$ cat src/pkg/notify_pkg.sv
// Constants and carriers for the channel device notification block.
// Assumes a single 20 MHz clock and a synchronous active-high reset.
//
// Notes on behaviour
// - Queues use classic or adapter interrupts, never both
// - Config changes always use classic interrupt path
// - Queue indicator command records 64-bit word address
// - Queue indicator command rejected after two-stage setup
// - Config indicator command records 64-bit address
// - Two-stage: shared summary byte plus queue bits
// - Two-stage payload is 25 packed big-endian bytes
// - Adapter queue bits numbered from MSB of first byte
// - Adapter subclass may differ from subchannel subclass
// - Legacy device rejects two-stage setup as unknown
// - Setup command chosen selects notification scheme
// - Classic: set bit, interrupt only if none pending
// - Config change sets bit 0, classic interrupt; the code ORs 0x80 into the first byte
// - Adapter: set queue bit, summary 0x01, interrupt
// - Adapter interrupt only if summary was clear
// - Ignore upper 32 bits of general register 2
// - Kick may return 64-bit host cookie
// - Device reset command returns to reset state
// - Unsupported command gets unit check, command reject
package notify_pkg;

  localparam logic [7:0]  CMD_SET_QUEUE_IND  = 8'h43;
  localparam logic [7:0]  CMD_SET_CONFIG_IND = 8'h53;
  localparam logic [7:0]  CMD_SET_TWO_STAGE  = 8'h73;
  localparam logic [7:0]  CMD_DEVICE_RESET   = 8'h33;
  localparam logic [11:0] DIAG_CODE          = 12'h500;
  localparam logic [3:0]  DIAG_SUBCODE_KICK  = 4'h3;
  localparam int          TWO_STAGE_BYTES    = 25;
  localparam int          ADDR_BYTES         = 8;

  // APB register byte offsets
  localparam logic [7:0] OFF_CTRL      = 8'h00;
  localparam logic [7:0] OFF_STATUS    = 8'h04;
  localparam logic [7:0] OFF_QIND_LO   = 8'h08;
  localparam logic [7:0] OFF_QIND_HI   = 8'h0C;
  localparam logic [7:0] OFF_CIND_LO   = 8'h10;
  localparam logic [7:0] OFF_CIND_HI   = 8'h14;
  localparam logic [7:0] OFF_SUM_LO    = 8'h18;
  localparam logic [7:0] OFF_SUM_HI    = 8'h1C;
  localparam logic [7:0] OFF_AREA_LO   = 8'h20;
  localparam logic [7:0] OFF_AREA_HI   = 8'h24;
  localparam logic [7:0] OFF_FBIT_LO   = 8'h28;
  localparam logic [7:0] OFF_FBIT_HI   = 8'h2C;
  localparam logic [7:0] OFF_ISC       = 8'h30;
  localparam logic [7:0] OFF_COOKIE_LO = 8'h34;
  localparam logic [7:0] OFF_COOKIE_HI = 8'h38;
  localparam logic [7:0] OFF_KICK      = 8'h3C;

  // CTRL fields
  localparam int CTRL_LEGACY_BIT = 0;
  localparam logic [31:0] CTRL_RESET = 32'h0000_0000;
  localparam logic [63:0] COOKIE_SEED = 64'h0000_0000_0000_0001;

  typedef enum logic [1:0] {MODE_NONE, MODE_CLASSIC, MODE_ADAPTER} notify_mode_t;

  typedef struct packed {
    logic        valid;
    logic [7:0]  code;
    logic [7:0]  length;
    logic [7:0]  data;
  } cmd_beat_t;

  typedef struct packed {
    logic        req;
    logic        write;
    logic [63:0] addr;
    logic [7:0]  mask;
  } mem_req_t;

endpackage

$ cat src/design/notify_ctrl.sv
// Notification controller for a channel-attached virtual device.
// Commands arrive as byte beats; guest memory is reached by a byte-wide
// atomic OR port; software observes and steers over APB.
`timescale 1ns/1ps

module notify_ctrl
  import notify_pkg::*;
(
  input  wire logic                   CLK_SYS_IN,
  input  wire logic                   SRST_IN,
  input  wire logic                   PSEL_IN,
  input  wire logic                   PENABLE_IN,
  input  wire logic                   PWRITE_IN,
  input  wire logic [7:0]             PADDR_IN,
  input  wire logic [31:0]            PWDATA_IN,
  output logic      [31:0]            PRDATA_OUT,
  output logic                        PREADY_OUT,
  output logic                        PSLVERR_OUT,
  input  wire notify_pkg::cmd_beat_t  CMD_BEAT_IN,
  input  wire logic                   CMD_LAST_IN,
  output logic                        CMD_DONE_OUT,
  output logic                        CMD_REJECT_OUT,
  input  wire logic                   QUEUE_EVENT_IN,
  input  wire logic [15:0]            QUEUE_NUM_IN,
  input  wire logic                   CONFIG_EVENT_IN,
  input  wire logic                   SUBCH_INT_PENDING_IN,
  output notify_pkg::mem_req_t        MEM_REQ_OUT,
  output logic      [7:0]             MEM_OR_DATA_OUT,
  input  wire logic                   MEM_ACK_IN,
  input  wire logic [7:0]             MEM_OLD_DATA_IN,
  output logic                        IO_INT_OUT,
  output logic                        ADAPTER_INT_OUT,
  output logic      [7:0]             ADAPTER_ISC_OUT,
  output logic                        KICK_OUT,
  output logic      [15:0]            KICK_SUBCH_OUT,
  output logic      [15:0]            KICK_QUEUE_OUT
);
  import notify_pkg::*;

  typedef enum {ST_IDLE, ST_CONF_BIT, ST_Q_BIT, ST_SUMMARY, ST_SIGNAL} note_state_t;

  //////////////////////////////////////////////////////////////////////////////
  // State
  notify_mode_t  mode_r;
  logic [63:0]   qind_addr_r, cind_addr_r, sum_addr_r, area_addr_r, fbit_r;
  logic [7:0]    isc_r;
  logic [31:0]   ctrl_r;
  logic [63:0]   cookie_r;
  logic [199:0]  payload_r;
  logic [7:0]    beat_cnt_r;
  logic [7:0]    cur_cmd_r;
  logic          in_cmd_r;
  note_state_t   st_r;
  logic          q_pend_r, c_pend_r;
  logic [15:0]   q_pend_num_r;
  logic          sum_was_set_r;
  logic          sig_classic_r, sig_adapter_r;
  logic          kick_seen_r;
  logic [63:0]   kick_r1_r, kick_r2_r, kick_r3_r, kick_r4_r;

  //////////////////////////////////////////////////////////////////////////////
  // Command decode
  wire legacy      = ctrl_r[CTRL_LEGACY_BIT];
  wire beat_first  = CMD_BEAT_IN.valid && !in_cmd_r;
  wire [7:0] code  = beat_first ? CMD_BEAT_IN.code : cur_cmd_r;
  wire is_qind     = code == CMD_SET_QUEUE_IND;
  wire is_cind     = code == CMD_SET_CONFIG_IND;
  wire is_two      = (code == CMD_SET_TWO_STAGE) && !legacy;
  wire is_reset    = code == CMD_DEVICE_RESET;
  wire known       = is_qind || is_cind || is_two || is_reset;
  wire mode_clash  = (is_qind && mode_r == MODE_ADAPTER)
                  || (is_two && mode_r == MODE_CLASSIC);
  wire [7:0] need  = is_two ? 8'(TWO_STAGE_BYTES) : (is_reset ? 8'd0 : 8'(ADDR_BYTES));
  wire [7:0] got   = beat_first ? 8'd1 : beat_cnt_r + 8'd1;
  wire cmd_end     = CMD_BEAT_IN.valid && CMD_LAST_IN;
  wire short_data  = got < need && !is_reset;
  wire cmd_ok      = cmd_end && known && !mode_clash && !short_data;
  wire cmd_bad     = cmd_end && !cmd_ok;
  wire [199:0] pay = {payload_r[191:0], CMD_BEAT_IN.data};
  // Extra trailing bytes shift past the end; keep the first need bytes when 25 or fewer arrive
  wire [199:0] pay_al = pay >> (8 * (got - need));
  wire dev_reset   = SRST_IN || (cmd_ok && is_reset);

  //////////////////////////////////////////////////////////////////////////////
  // Command capture
  always_ff @(posedge CLK_SYS_IN) begin
    if (SRST_IN) begin
      in_cmd_r   <= 1'b0;
      cur_cmd_r  <= 8'h00;
      beat_cnt_r <= 8'h00;
      payload_r  <= '0;
    end else if (CMD_BEAT_IN.valid) begin
      in_cmd_r   <= !CMD_LAST_IN;
      cur_cmd_r  <= code;
      beat_cnt_r <= (got == 8'hFF) ? got : got;
      payload_r  <= pay;
    end
  end

  always_ff @(posedge CLK_SYS_IN) begin
    if (SRST_IN) begin
      CMD_DONE_OUT   <= 1'b0;
      CMD_REJECT_OUT <= 1'b0;
    end else begin
      CMD_DONE_OUT   <= cmd_ok;
      CMD_REJECT_OUT <= cmd_bad;
    end
  end

  always_ff @(posedge CLK_SYS_IN) begin
    if (dev_reset) begin
      mode_r      <= MODE_NONE;
      qind_addr_r <= '0;
      cind_addr_r <= '0;
      sum_addr_r  <= '0;
      area_addr_r <= '0;
      fbit_r      <= '0;
      isc_r       <= '0;
    end else if (cmd_ok && is_qind) begin
      qind_addr_r <= pay_al[63:0];
      mode_r      <= MODE_CLASSIC;
    end else if (cmd_ok && is_cind) begin
      cind_addr_r <= pay_al[63:0];
    end else if (cmd_ok && is_two) begin
      sum_addr_r  <= pay_al[199:136];
      area_addr_r <= pay_al[135:72];
      fbit_r      <= pay_al[71:8];
      isc_r       <= pay_al[7:0];
      mode_r      <= MODE_ADAPTER;
    end
  end

  //////////////////////////////////////////////////////////////////////////////
  // Notification sequencer
  wire [63:0] qbit    = fbit_r + 64'(q_pend_num_r);
  wire [63:0] q_addr  = (mode_r == MODE_ADAPTER) ? area_addr_r + (qbit >> 3)
                                                 : qind_addr_r + 64'(7 - q_pend_num_r[5:3]);
  wire [7:0]  q_mask  = (mode_r == MODE_ADAPTER) ? (8'h80 >> qbit[2:0])
                                                 : (8'h01 << q_pend_num_r[2:0]);
  wire start_c = st_r == ST_IDLE && c_pend_r && mode_r != MODE_NONE || 
                 st_r == ST_IDLE && c_pend_r && cind_addr_r != '0;
  wire start_q = st_r == ST_IDLE && !start_c && q_pend_r && mode_r != MODE_NONE;
  wire ack     = MEM_ACK_IN && MEM_REQ_OUT.req;

  always_ff @(posedge CLK_SYS_IN) begin
    if (dev_reset) begin
      c_pend_r     <= 1'b0;
      q_pend_r     <= 1'b0;
      q_pend_num_r <= '0;
    end else begin
      c_pend_r <= CONFIG_EVENT_IN || (c_pend_r && !start_c);
      // A new event in the cycle the pending one is taken is kept, not lost
      if (QUEUE_EVENT_IN && (!q_pend_r || start_q)) begin
        q_pend_r     <= 1'b1;
        q_pend_num_r <= QUEUE_NUM_IN;
      end else if (start_q) begin
        q_pend_r <= 1'b0;
      end
    end
  end

  always_ff @(posedge CLK_SYS_IN) begin
    if (dev_reset) begin
      st_r            <= ST_IDLE;
      MEM_REQ_OUT     <= '0;
      MEM_OR_DATA_OUT <= 8'h00;
      sum_was_set_r   <= 1'b0;
      sig_classic_r   <= 1'b0;
      sig_adapter_r   <= 1'b0;
    end else begin
      case (st_r)
        ST_IDLE: begin
          sig_classic_r <= 1'b0;
          sig_adapter_r <= 1'b0;
          if (start_c) begin
            st_r            <= ST_CONF_BIT;
            MEM_REQ_OUT     <= '{req: 1'b1, write: 1'b1, addr: cind_addr_r, mask: 8'h80};
            MEM_OR_DATA_OUT <= 8'h80;
          end else if (start_q) begin
            st_r            <= ST_Q_BIT;
            MEM_REQ_OUT     <= '{req: 1'b1, write: 1'b1, addr: q_addr, mask: q_mask};
            MEM_OR_DATA_OUT <= q_mask;
          end
        end
        ST_CONF_BIT: if (ack) begin
          MEM_REQ_OUT.req <= 1'b0;
          sig_classic_r   <= 1'b1;
          st_r            <= ST_SIGNAL;
        end
        ST_Q_BIT: if (ack) begin
          if (mode_r == MODE_ADAPTER) begin
            MEM_REQ_OUT     <= '{req: 1'b1, write: 1'b1, addr: sum_addr_r, mask: 8'hFF};
            MEM_OR_DATA_OUT <= 8'h01;
            st_r            <= ST_SUMMARY;
          end else begin
            MEM_REQ_OUT.req <= 1'b0;
            sig_classic_r   <= 1'b1;
            st_r            <= ST_SIGNAL;
          end
        end
        ST_SUMMARY: if (ack) begin
          MEM_REQ_OUT.req <= 1'b0;
          sum_was_set_r   <= MEM_OLD_DATA_IN != 8'h00;
          sig_adapter_r   <= MEM_OLD_DATA_IN == 8'h00;
          st_r            <= ST_SIGNAL;
        end
        ST_SIGNAL: begin
          sig_classic_r <= 1'b0;
          sig_adapter_r <= 1'b0;
          st_r          <= ST_IDLE;
        end
        default: st_r <= ST_IDLE;
      endcase
    end
  end

  always_ff @(posedge CLK_SYS_IN) begin
    if (dev_reset) begin
      IO_INT_OUT      <= 1'b0;
      ADAPTER_INT_OUT <= 1'b0;
      ADAPTER_ISC_OUT <= 8'h00;
    end else begin
      IO_INT_OUT      <= sig_classic_r && st_r == ST_SIGNAL && !SUBCH_INT_PENDING_IN;
      ADAPTER_INT_OUT <= sig_adapter_r && st_r == ST_SIGNAL;
      ADAPTER_ISC_OUT <= isc_r;
    end
  end

  //////////////////////////////////////////////////////////////////////////////
  // APB slave and diagnose kick
  wire apb_acc  = PSEL_IN && PENABLE_IN && PREADY_OUT;
  wire apb_wr   = apb_acc && PWRITE_IN;
  wire kick_go  = apb_wr && PADDR_IN == OFF_KICK;
  wire kick_ok  = kick_go && kick_r1_r[3:0] == DIAG_SUBCODE_KICK;
  wire [63:0] cookie_nxt = cookie_r + COOKIE_SEED;
  wire addr_ok  = PADDR_IN[1:0] == 2'b00 && PADDR_IN <= OFF_KICK;

  logic [31:0] rd_r;
  logic        rdy_r, err_r;
  wire  [31:0] rd_nxt =
      PADDR_IN == OFF_CTRL      ? ctrl_r :
      PADDR_IN == OFF_STATUS    ? {25'h0, sum_was_set_r, q_pend_r, c_pend_r,
                                   3'(st_r), mode_r[0]} :
      PADDR_IN == OFF_QIND_LO   ? qind_addr_r[31:0]  :
      PADDR_IN == OFF_QIND_HI   ? qind_addr_r[63:32] :
      PADDR_IN == OFF_CIND_LO   ? cind_addr_r[31:0]  :
      PADDR_IN == OFF_CIND_HI   ? cind_addr_r[63:32] :
      PADDR_IN == OFF_SUM_LO    ? sum_addr_r[31:0]   :
      PADDR_IN == OFF_SUM_HI    ? sum_addr_r[63:32]  :
      PADDR_IN == OFF_AREA_LO   ? area_addr_r[31:0]  :
      PADDR_IN == OFF_AREA_HI   ? area_addr_r[63:32] :
      PADDR_IN == OFF_FBIT_LO   ? fbit_r[31:0]       :
      PADDR_IN == OFF_FBIT_HI   ? fbit_r[63:32]      :
      PADDR_IN == OFF_ISC       ? {24'h0, isc_r}     :
      PADDR_IN == OFF_COOKIE_LO ? cookie_r[31:0]     :
      PADDR_IN == OFF_COOKIE_HI ? cookie_r[63:32]    : 32'h0000_0000;

  always_ff @(posedge CLK_SYS_IN) begin
    if (SRST_IN) begin
      ctrl_r    <= CTRL_RESET;
      kick_r1_r <= '0;
      kick_r2_r <= '0;
      kick_r3_r <= '0;
      kick_r4_r <= '0;
      cookie_r  <= '0;
      KICK_OUT       <= 1'b0;
      KICK_SUBCH_OUT <= '0;
      KICK_QUEUE_OUT <= '0;
    end else begin
      KICK_OUT <= kick_ok;
      if (apb_wr && PADDR_IN == OFF_CTRL) ctrl_r <= PWDATA_IN;
      if (apb_wr && PADDR_IN == OFF_COOKIE_LO) kick_r4_r[31:0] <= PWDATA_IN;
      if (apb_wr && PADDR_IN == OFF_COOKIE_HI) kick_r4_r[63:32] <= PWDATA_IN;
      if (apb_wr && PADDR_IN == OFF_FBIT_LO && st_r == ST_IDLE) kick_r2_r[31:0] <= PWDATA_IN;
      if (apb_wr && PADDR_IN == OFF_ISC) kick_r3_r[31:0] <= PWDATA_IN;
      if (apb_wr && PADDR_IN == OFF_STATUS) kick_r1_r[31:0] <= PWDATA_IN;
      if (kick_ok) begin
        KICK_SUBCH_OUT <= kick_r2_r[15:0];
        KICK_QUEUE_OUT <= kick_r3_r[15:0];
        cookie_r       <= cookie_nxt;
      end
    end
  end

  always_ff @(posedge CLK_SYS_IN) begin
    if (SRST_IN) begin
      rd_r  <= '0;
      rdy_r <= 1'b0;
      err_r <= 1'b0;
    end else begin
      rd_r  <= rd_nxt;
      rdy_r <= PSEL_IN && !PENABLE_IN;
      err_r <= PSEL_IN && !PENABLE_IN && !addr_ok;
    end
  end

  assign PRDATA_OUT  = rd_r;
  assign PREADY_OUT  = rdy_r;
  assign PSLVERR_OUT = err_r;

endmodule

$ cat config.mk
export PLATFORM = sky130hd
export DESIGN_NAME = notify_ctrl
export DESIGN_NICKNAME = d
export VERILOG_FILES = /design/src/pkg/notify_pkg.sv /design/src/design/notify_ctrl.sv
export SDC_FILE = /design/constraint.sdc
export NUM_CORES = 2
export LEC_CHECK = 0
export ABC_AREA = 1
export BUFFER_PORTS_ARGS = -buffer_cell sky130_fd_sc_hd__buf_2
export CORE_AREA = 2 2 405 407
export CTS_CLUSTER_SIZE = 24
export DETAILED_ROUTE_END_ITERATION = 8
export DIE_AREA = 0 0 407 409
export MAX_ROUTING_LAYER = met4
export RECOVER_POWER = 50
export SLEW_MARGIN = 20
export SYNTH_ARGS = -nofsm -noshare
export SYNTH_HDL_FRONTEND = slang
export SYNTH_SLANG_ARGS = --single-unit
$ cat constraint.sdc
create_clock -name CLK_SYS_IN -period 4.7 [get_ports CLK_SYS_IN]
set_input_delay 0.705 -clock CLK_SYS_IN [delete_from_list [all_inputs] [get_ports CLK_SYS_IN]]
set_output_delay 0.705 -clock CLK_SYS_IN [all_outputs]
set_load 0.01 [all_outputs]
# Word level (Yosys, flattened, before mapping)
# Index checks and enable logic that the tools add are counted.
[word_totals]
output_inout_bits = 161
word_cells = 226
ff_bits = 885
inputBits = 99
[classes]
order_cmp = 2
n_eq_ne = 35
reduce_logical = 86
addsub = 7
n_bitwise = 2
shift = 3
muxes = 51
[op_table]
columns = ["op", "n"]
rows = [
  ["$mux W32", 19],
  ["$mux W74", 3],
  ["$shr A200 B32 Y200", 1],
  ["$pmux W73 S2", 1],
  ["$pmux W32 S3", 1],
  ["$mux W73", 1],
  ["$eq A8 B6 Y1 const B", 9],
  ["$add A64 B1 Y64 const B", 1],
  ["$add A64 B16 Y64", 1],
  ["$add A64 B61 Y64", 1],
  ["$add A64 B64 Y64", 1],
  ["$eq A32 B2 Y1 const B", 2],
  ["$logic_not A32 Y1", 2],
  ["$mux W64", 1],
  ["$reduce_bool A64 Y1", 1],
  ["$mux W8", 7],
  ["$logic_and A1 B1 Y1", 39],
  ["$eq A32 B1 Y1 const B", 1],
  ["$eq A32 B3 Y1 const B", 1],
  ["$eq A32 B4 Y1 const B", 1],
  ["$eq A8 B5 Y1 const B", 4],
  ["$eq A8 B7 Y1 const B", 3],
  ["$eq A8 B4 Y1 const B", 2],
  ["$logic_not A8 Y1", 2],
  ["other kinds (32)", 81],
]

# Depth between registers and ports, before layout
[logic_depth]
depth_word = 16
mapped_depth = 35
mapped_depth_nobuf = 35

# Least setup slack after synthesis
# Ideal clock, no wire load.
[synth_timing]
path_type = "register to register"
start = "register q_pend_num_r[0]"
end = "register MEM_REQ_OUT[66] (netlist bit)"
arrival_time_ns = 4.292
required_ns = 4.568
setup_ns = 0.132
synth_period_minus_slack_ns = 4.424
n_path_buf = 0
path_slack_ns = 0.276
path_stages_with_launch = 34
cell_sequence = "dfxtp_1 > ha_1 > inv_1 > fa_1 > inv_1 > nand3_1 > nand2_1 > a21oi_1 > o21ai_0 > a21oi_1 > inv_1 > a21oi_1 > nor2_1 > nand4_1 > nor2_1 > nand2_1 > xor2_1 > inv_1 > ha_1 > nand2_1 > nor2_1 > inv_1 > nor4_1 > nand3_1 > nand3_1 > nand2_1 > nand3_1 > nand2_1 > nand3_1 > nand2_1 > o21bai_1 > nand2_1 > nand2_1 > a21oi_1"
[synth_via]
elab_chain_cells = 6
[synth_lines]
columns = ["element", "line", "source"]
rows = [
  ["start, declared", "notify_ctrl.sv:55", "logic [15:0] q_pend_num_r;"],
  ["start signal, assigned", "notify_ctrl.sv:149", "q_pend_num_r <= '0;"],
  ["start signal, assigned", "notify_ctrl.sv:155", "q_pend_num_r <= QUEUE_NUM_IN;"],
  ["$add A64 B16 Y64", "notify_ctrl.sv:135", "wire [63:0] qbit = fbit_r + 64'(q_pend_num_r);"],
  ["$add A64 B61 Y64", "notify_ctrl.sv:136", "wire [63:0] q_addr = (mode_r == MODE_ADAPTER) ? area_addr_r + (qbit >> 3)"],
  ["$mux W64", "notify_ctrl.sv:136", ""],
  ["$mux W74", "notify_ctrl.sv:179", "end else if (start_q) begin"],
  ["$mux W74", "notify_ctrl.sv:175", "if (start_c) begin"],
  ["$pmux W73 S2", "notify_ctrl.sv:171", "case (st_r)"],
  ["end signal, assigned", "notify_ctrl.sv:177", "MEM_REQ_OUT <= '{req: 1'b1, write: 1'b1, addr: cind_addr_r, mask: 8'h80};"],
  ["end signal, assigned", "notify_ctrl.sv:181", "MEM_REQ_OUT <= '{req: 1'b1, write: 1'b1, addr: q_addr, mask: q_mask};"],
  ["end signal, assigned", "notify_ctrl.sv:192", "MEM_REQ_OUT <= '{req: 1'b1, write: 1'b1, addr: sum_addr_r, mask: 8'hFF};"],
  ["end, declared", "notify_ctrl.sv:27", "output notify_pkg::mem_req_t MEM_REQ_OUT,"],
]
# No other way between the ends. The select of a mux whose other input is x is not followed.
# A chain may end at the register's enable or synchronous reset.

# Worst setup path after layout
[layout_timing]
start = "register fbit_r[12]"
end = "register MEM_REQ_OUT[52] (netlist bit)"
[layout_via]
elab_chain_cells = 6
[layout_lines]
columns = ["element", "line", "source"]
rows = [
  ["start, declared", "notify_ctrl.sv:45", "logic [63:0] qind_addr_r, cind_addr_r, sum_addr_r, area_addr_r, fbit_r;"],
  ["start signal, assigned", "notify_ctrl.sv:127", "fbit_r <= pay_al[71:8];"],
  ["$add A64 B16 Y64", "notify_ctrl.sv:135", ""],
  ["$add A64 B61 Y64", "notify_ctrl.sv:136", ""],
  ["$mux W64", "notify_ctrl.sv:136", ""],
  ["$mux W74", "notify_ctrl.sv:179", ""],
  ["$mux W74", "notify_ctrl.sv:175", ""],
  ["$pmux W73 S2", "notify_ctrl.sv:171", ""],
]
# No other way between the ends. The select of a mux whose other input is x is not followed.

==> results_dict.tcl <==
set metrics [dict create \
    grt_pass1_wl_um 463000 \
    drv_cap 7 \
    synth_area_leaders "dfxtp_1 32%, nand2_1 12%, nand3_1 11%" \
    path_clk_slew_ns 0.06 \
    clk_latency_ns 0.80 \
    final_hold_viol_count 0 \
    fin_worst_skew_ns 0.0746 \
    clock-sinks 855 \
    cpMostUsedCell "buf_6" \
    yosysTopAreaCellShare_pct 32.2 \
    cts_tree "done" \
    syn_inst 8550 \
    finalWirelength_um 337000 \
    ys_seq_area_share_pct 32.2 \
    critical_path.slowest_cell "dfxtp_4" \
    r2r_slack_ns -0.12 \
    cts_made_buffers 104 \
    fin_tns_setup_ns -0.156 \
    grt_pass1_vias 60705 \
    layout_commonest_cell "nand2_1" \
    synth_top_flop_cell "dfxtp_1" \
    cts_buffer_depth 3 \
    drt-initial-drc-count 8102 \
    holdPathEnd "IO_INT_OUT$_SDFF_PP0_" \
    cpPeakStageDelay_ns 0.35 \
    relSlewSlack_pct -137 \
    placedInstanceArea_um2 64100 \
    reg2reg_from "fbit_r[12]$_SDFFE_PP0P_" \
    share_seq_of_total_power_pct 38.2 \
    fin_crit_ns 4.82 \
    num_rows 148 \
    die_area_um2 166000 \
    setup_slack_ns -0.116 \
    whs_ns 0.0813 \
    die_width_um 407 \
    fmax_mhz 208 \
    yosysTopAreaCell "dfxtp_1" \
    floorplan.core_area_um2 162000 \
    status "complete, but fails checks" \
    ff2ff_path_depth 28 \
    rsz0062_at_grt "yes" \
    grtUsageTotal_pct 40.2 \
    grt_max_degree 200 \
    place_hpwl_um 269000 \
    fin_area_um2 71800 \
    syn_area_um2 53100 \
    leakage_nw 29.2 \
    most-common-layout-cells "1647 x nand2_1, 1155 x nand3_1, 1008 x buf_4, 888 x nor2_1, 830 x dfxtp_1" \
    seqCellArea_um2 17200 \
    ys_async_sr_fraction_pct 0 \
    multi_input_area_um2 34900 \
    fillers 17176 \
    p_sw_share_pct 30.7 \
    ys_seq_elements 855 \
    io_buffers 251 \
    synth_fp_nets 8739 \
    hold_start "SUBCH_INT_PENDING_IN" \
    nets 9686 \
    hold_path.class "in -> reg" \
    fin_crit_sh_pct 102 \
    crit_required_ns 5.37 \
    yosysUniqueCellTypes 54 \
    drc 0 \
    power_frac_comb_pct 16.5 \
    io_pins 260 \
    fp.dieH_um 409 \
    drive_above_1_share_pct 21.3 \
    vias 66896 \
    slew_violations 434 \
    root_buffer "clkbuf_16" \
    overflow 0 \
    syn_area_per_cell_um2 6.21 \
    worst_setup_path_end_kind "flop" \
    start_util_pct 32.8 \
    path_max_fanout 3 \
    ant_nets 0 \
    areaGrowthSynthToFinish_pct 35.2 \
    wl_per_cell_um 28.7 \
    vdd_drop_max_v 0.000278 \
    worst_pin_slew_ns 3.56 \
    clkPwrFrac_pct 45.3 \
    antenna_found_initial 29 \
    crit_arrival_ns 5.49 \
    via_per_inst 5.68 \
    h-tree-depth 3 \
    setup_violations 3 \
    p_per_area_nw_per_um2 280 \
    synth_warnings 0 \
    violations "max-capacitance violations, max-slew violations, negative setup slack" \
    synth_edf_count 0 \
    p_switching_mw 6.17 \
    drt_pass1_iterations 8 \
    place_congestion 1.19 \
    hold_depth 2 \
    critPathKind "reg -> reg" \
    r2r-end "MEM_REQ_OUT[52]$_SDFFE_PP0P_" \
    intPower_mw 13.9 \
    cp-start-kind "flop" \
]
sequential cells by signal, indices dropped and copies added (netlist names), 32 cells and up:
name         count
payload_r      192
MEM_REQ_OUT     74
sum_addr_r      64
area_addr_r     64
fbit_r          64
qind_addr_r     64
PRDATA_OUT      32
cind_addr_r     64
cookie_r        64
ctrl_r          32
through the flow:
step	total power [mW]	worst slack, ns	cells	utilization [%]
floorplan	9.52	0.276	8550	-
global placement	11.0	-0.934	11508	39.6
detailed placement	11.0	-0.976	11508	39.6
CTS	20.0	-0.0637	11716	42.9
global route	20.7	-0.269	11771	44.3
finish	20.1	-0.116	11778	44.3
what timing repair did:
action | 4_1_cts | 5_1_grt
hold buffers | 0 | 0
buffers inserted | 24 | 51
endpoints found under the hold margin | 0 | 0
gates cloned | 0 | 2
gates resized for setup | 331 | 554
pin swaps | 100 | 202
endpoints found under the setup margin | 52 | 194
power by group through the flow:
stage	clock network, mW	logic, mW	registers [mW]
after floorplan	0	1.72	7.80
after global placement	0	3.13	7.82
after detailed placement	0	3.15	7.83
after CTS	9.18	3.18	7.67
after global routing	9.44	3.55	7.70
final	9.10	3.31	7.68
final cells by class:
cell class | count | share of cell area, %
repair buffers | 1395 | 15.0
multi-input cells | 6508 | 48.6
clock buffers | 132 | 4.02
diodes | 22 | 0.0767
inverters | 633 | 3.38
flip-flops and latches | 855 | 23.9
clock inverters | 58 | 1.27
well taps | 2175 | 3.79
cell usage after synthesis (all sizes together) (8+ instances only):
cell type and n:
inv 625, nor2 983, nor3 141, o21ai 863, xnor2 26, a21o 17
a31oi 19, clkbuf 415, nand2 1741, nand3 1206, a221oi 13, dfxtp 855
o211ai 111, o22ai 39, a211oi 8, nand3b 8, or2 54, xor2 99
ha 87, buf 139, o2111ai 15, clkinv 8, nor4 71, a21oi 832
nand4 89, o21a 23, o21bai 26
worst max-delay path by stage:
stage / depth (start not counted) / from / end
3_3_place_gp: 33 / fbit_r[0]$_SDFFE_PP0P_ / MEM_REQ_OUT[52]$_SDFFE_PP0P_
4_1_cts: 38 / fbit_r[0]$_SDFFE_PP0P_ / MEM_REQ_OUT[62]$_SDFFE_PP0P_
2_1_floorplan: 33 / q_pend_num_r[0]$_SDFFE_PP0P_ / MEM_REQ_OUT[66]$_SDFFE_PP0P_
6_report: 28 / fbit_r[12]$_SDFFE_PP0P_ / MEM_REQ_OUT[52]$_SDFFE_PP0P_
5_1_grt: 32 / fbit_r[10]$_SDFFE_PP0P_ / MEM_REQ_OUT[45]$_SDFFE_PP0P_
3_5_place_dp: 32 / fbit_r[0]$_SDFFE_PP0P_ / MEM_REQ_OUT[52]$_SDFFE_PP0P_
worst max-delay path, delay by kind of cell (launching register included):
kind / cells / cell delay [ns]
AOI/OAI and AO/OA: 9 / 1.56
and+or+nand+nor: 10 / 1.34
buffers and inverters: 6 / 0.70
adders and majority gates: 2 / 0.52
DFF: 1 / 0.35
xor gates and xnor gates: 1 / 0.21
layer usage:
metal  global-route usage (%)  part of all wire (%)  up-vias  wire, um
li1                         -                     -    30719         -
met1                     50.8                    41    32160    139000
met2                     58.4                    42     3233    142000
met3                     9.12                   9.0      784     30400
met4                     23.5                   7.5        0     25300
met5                        -                     0        -         0
cell families after synthesis:
family / count (synthesis) / share of synthesized area, %
AND/OR/NAND/NOR: 4305 / 34.8
AO/OA/AOI/OAI: 1987 / 20.1
buffers and inverters: 1187 / 8.64
flip-flops: 855 / 32.2
XOR/XNOR: 125 / 2.06
adder cells (fa/ha/maj): 90 / 2.16
multiplexers: 1 / 0.0189
Power figures use the tool's default switching activity.
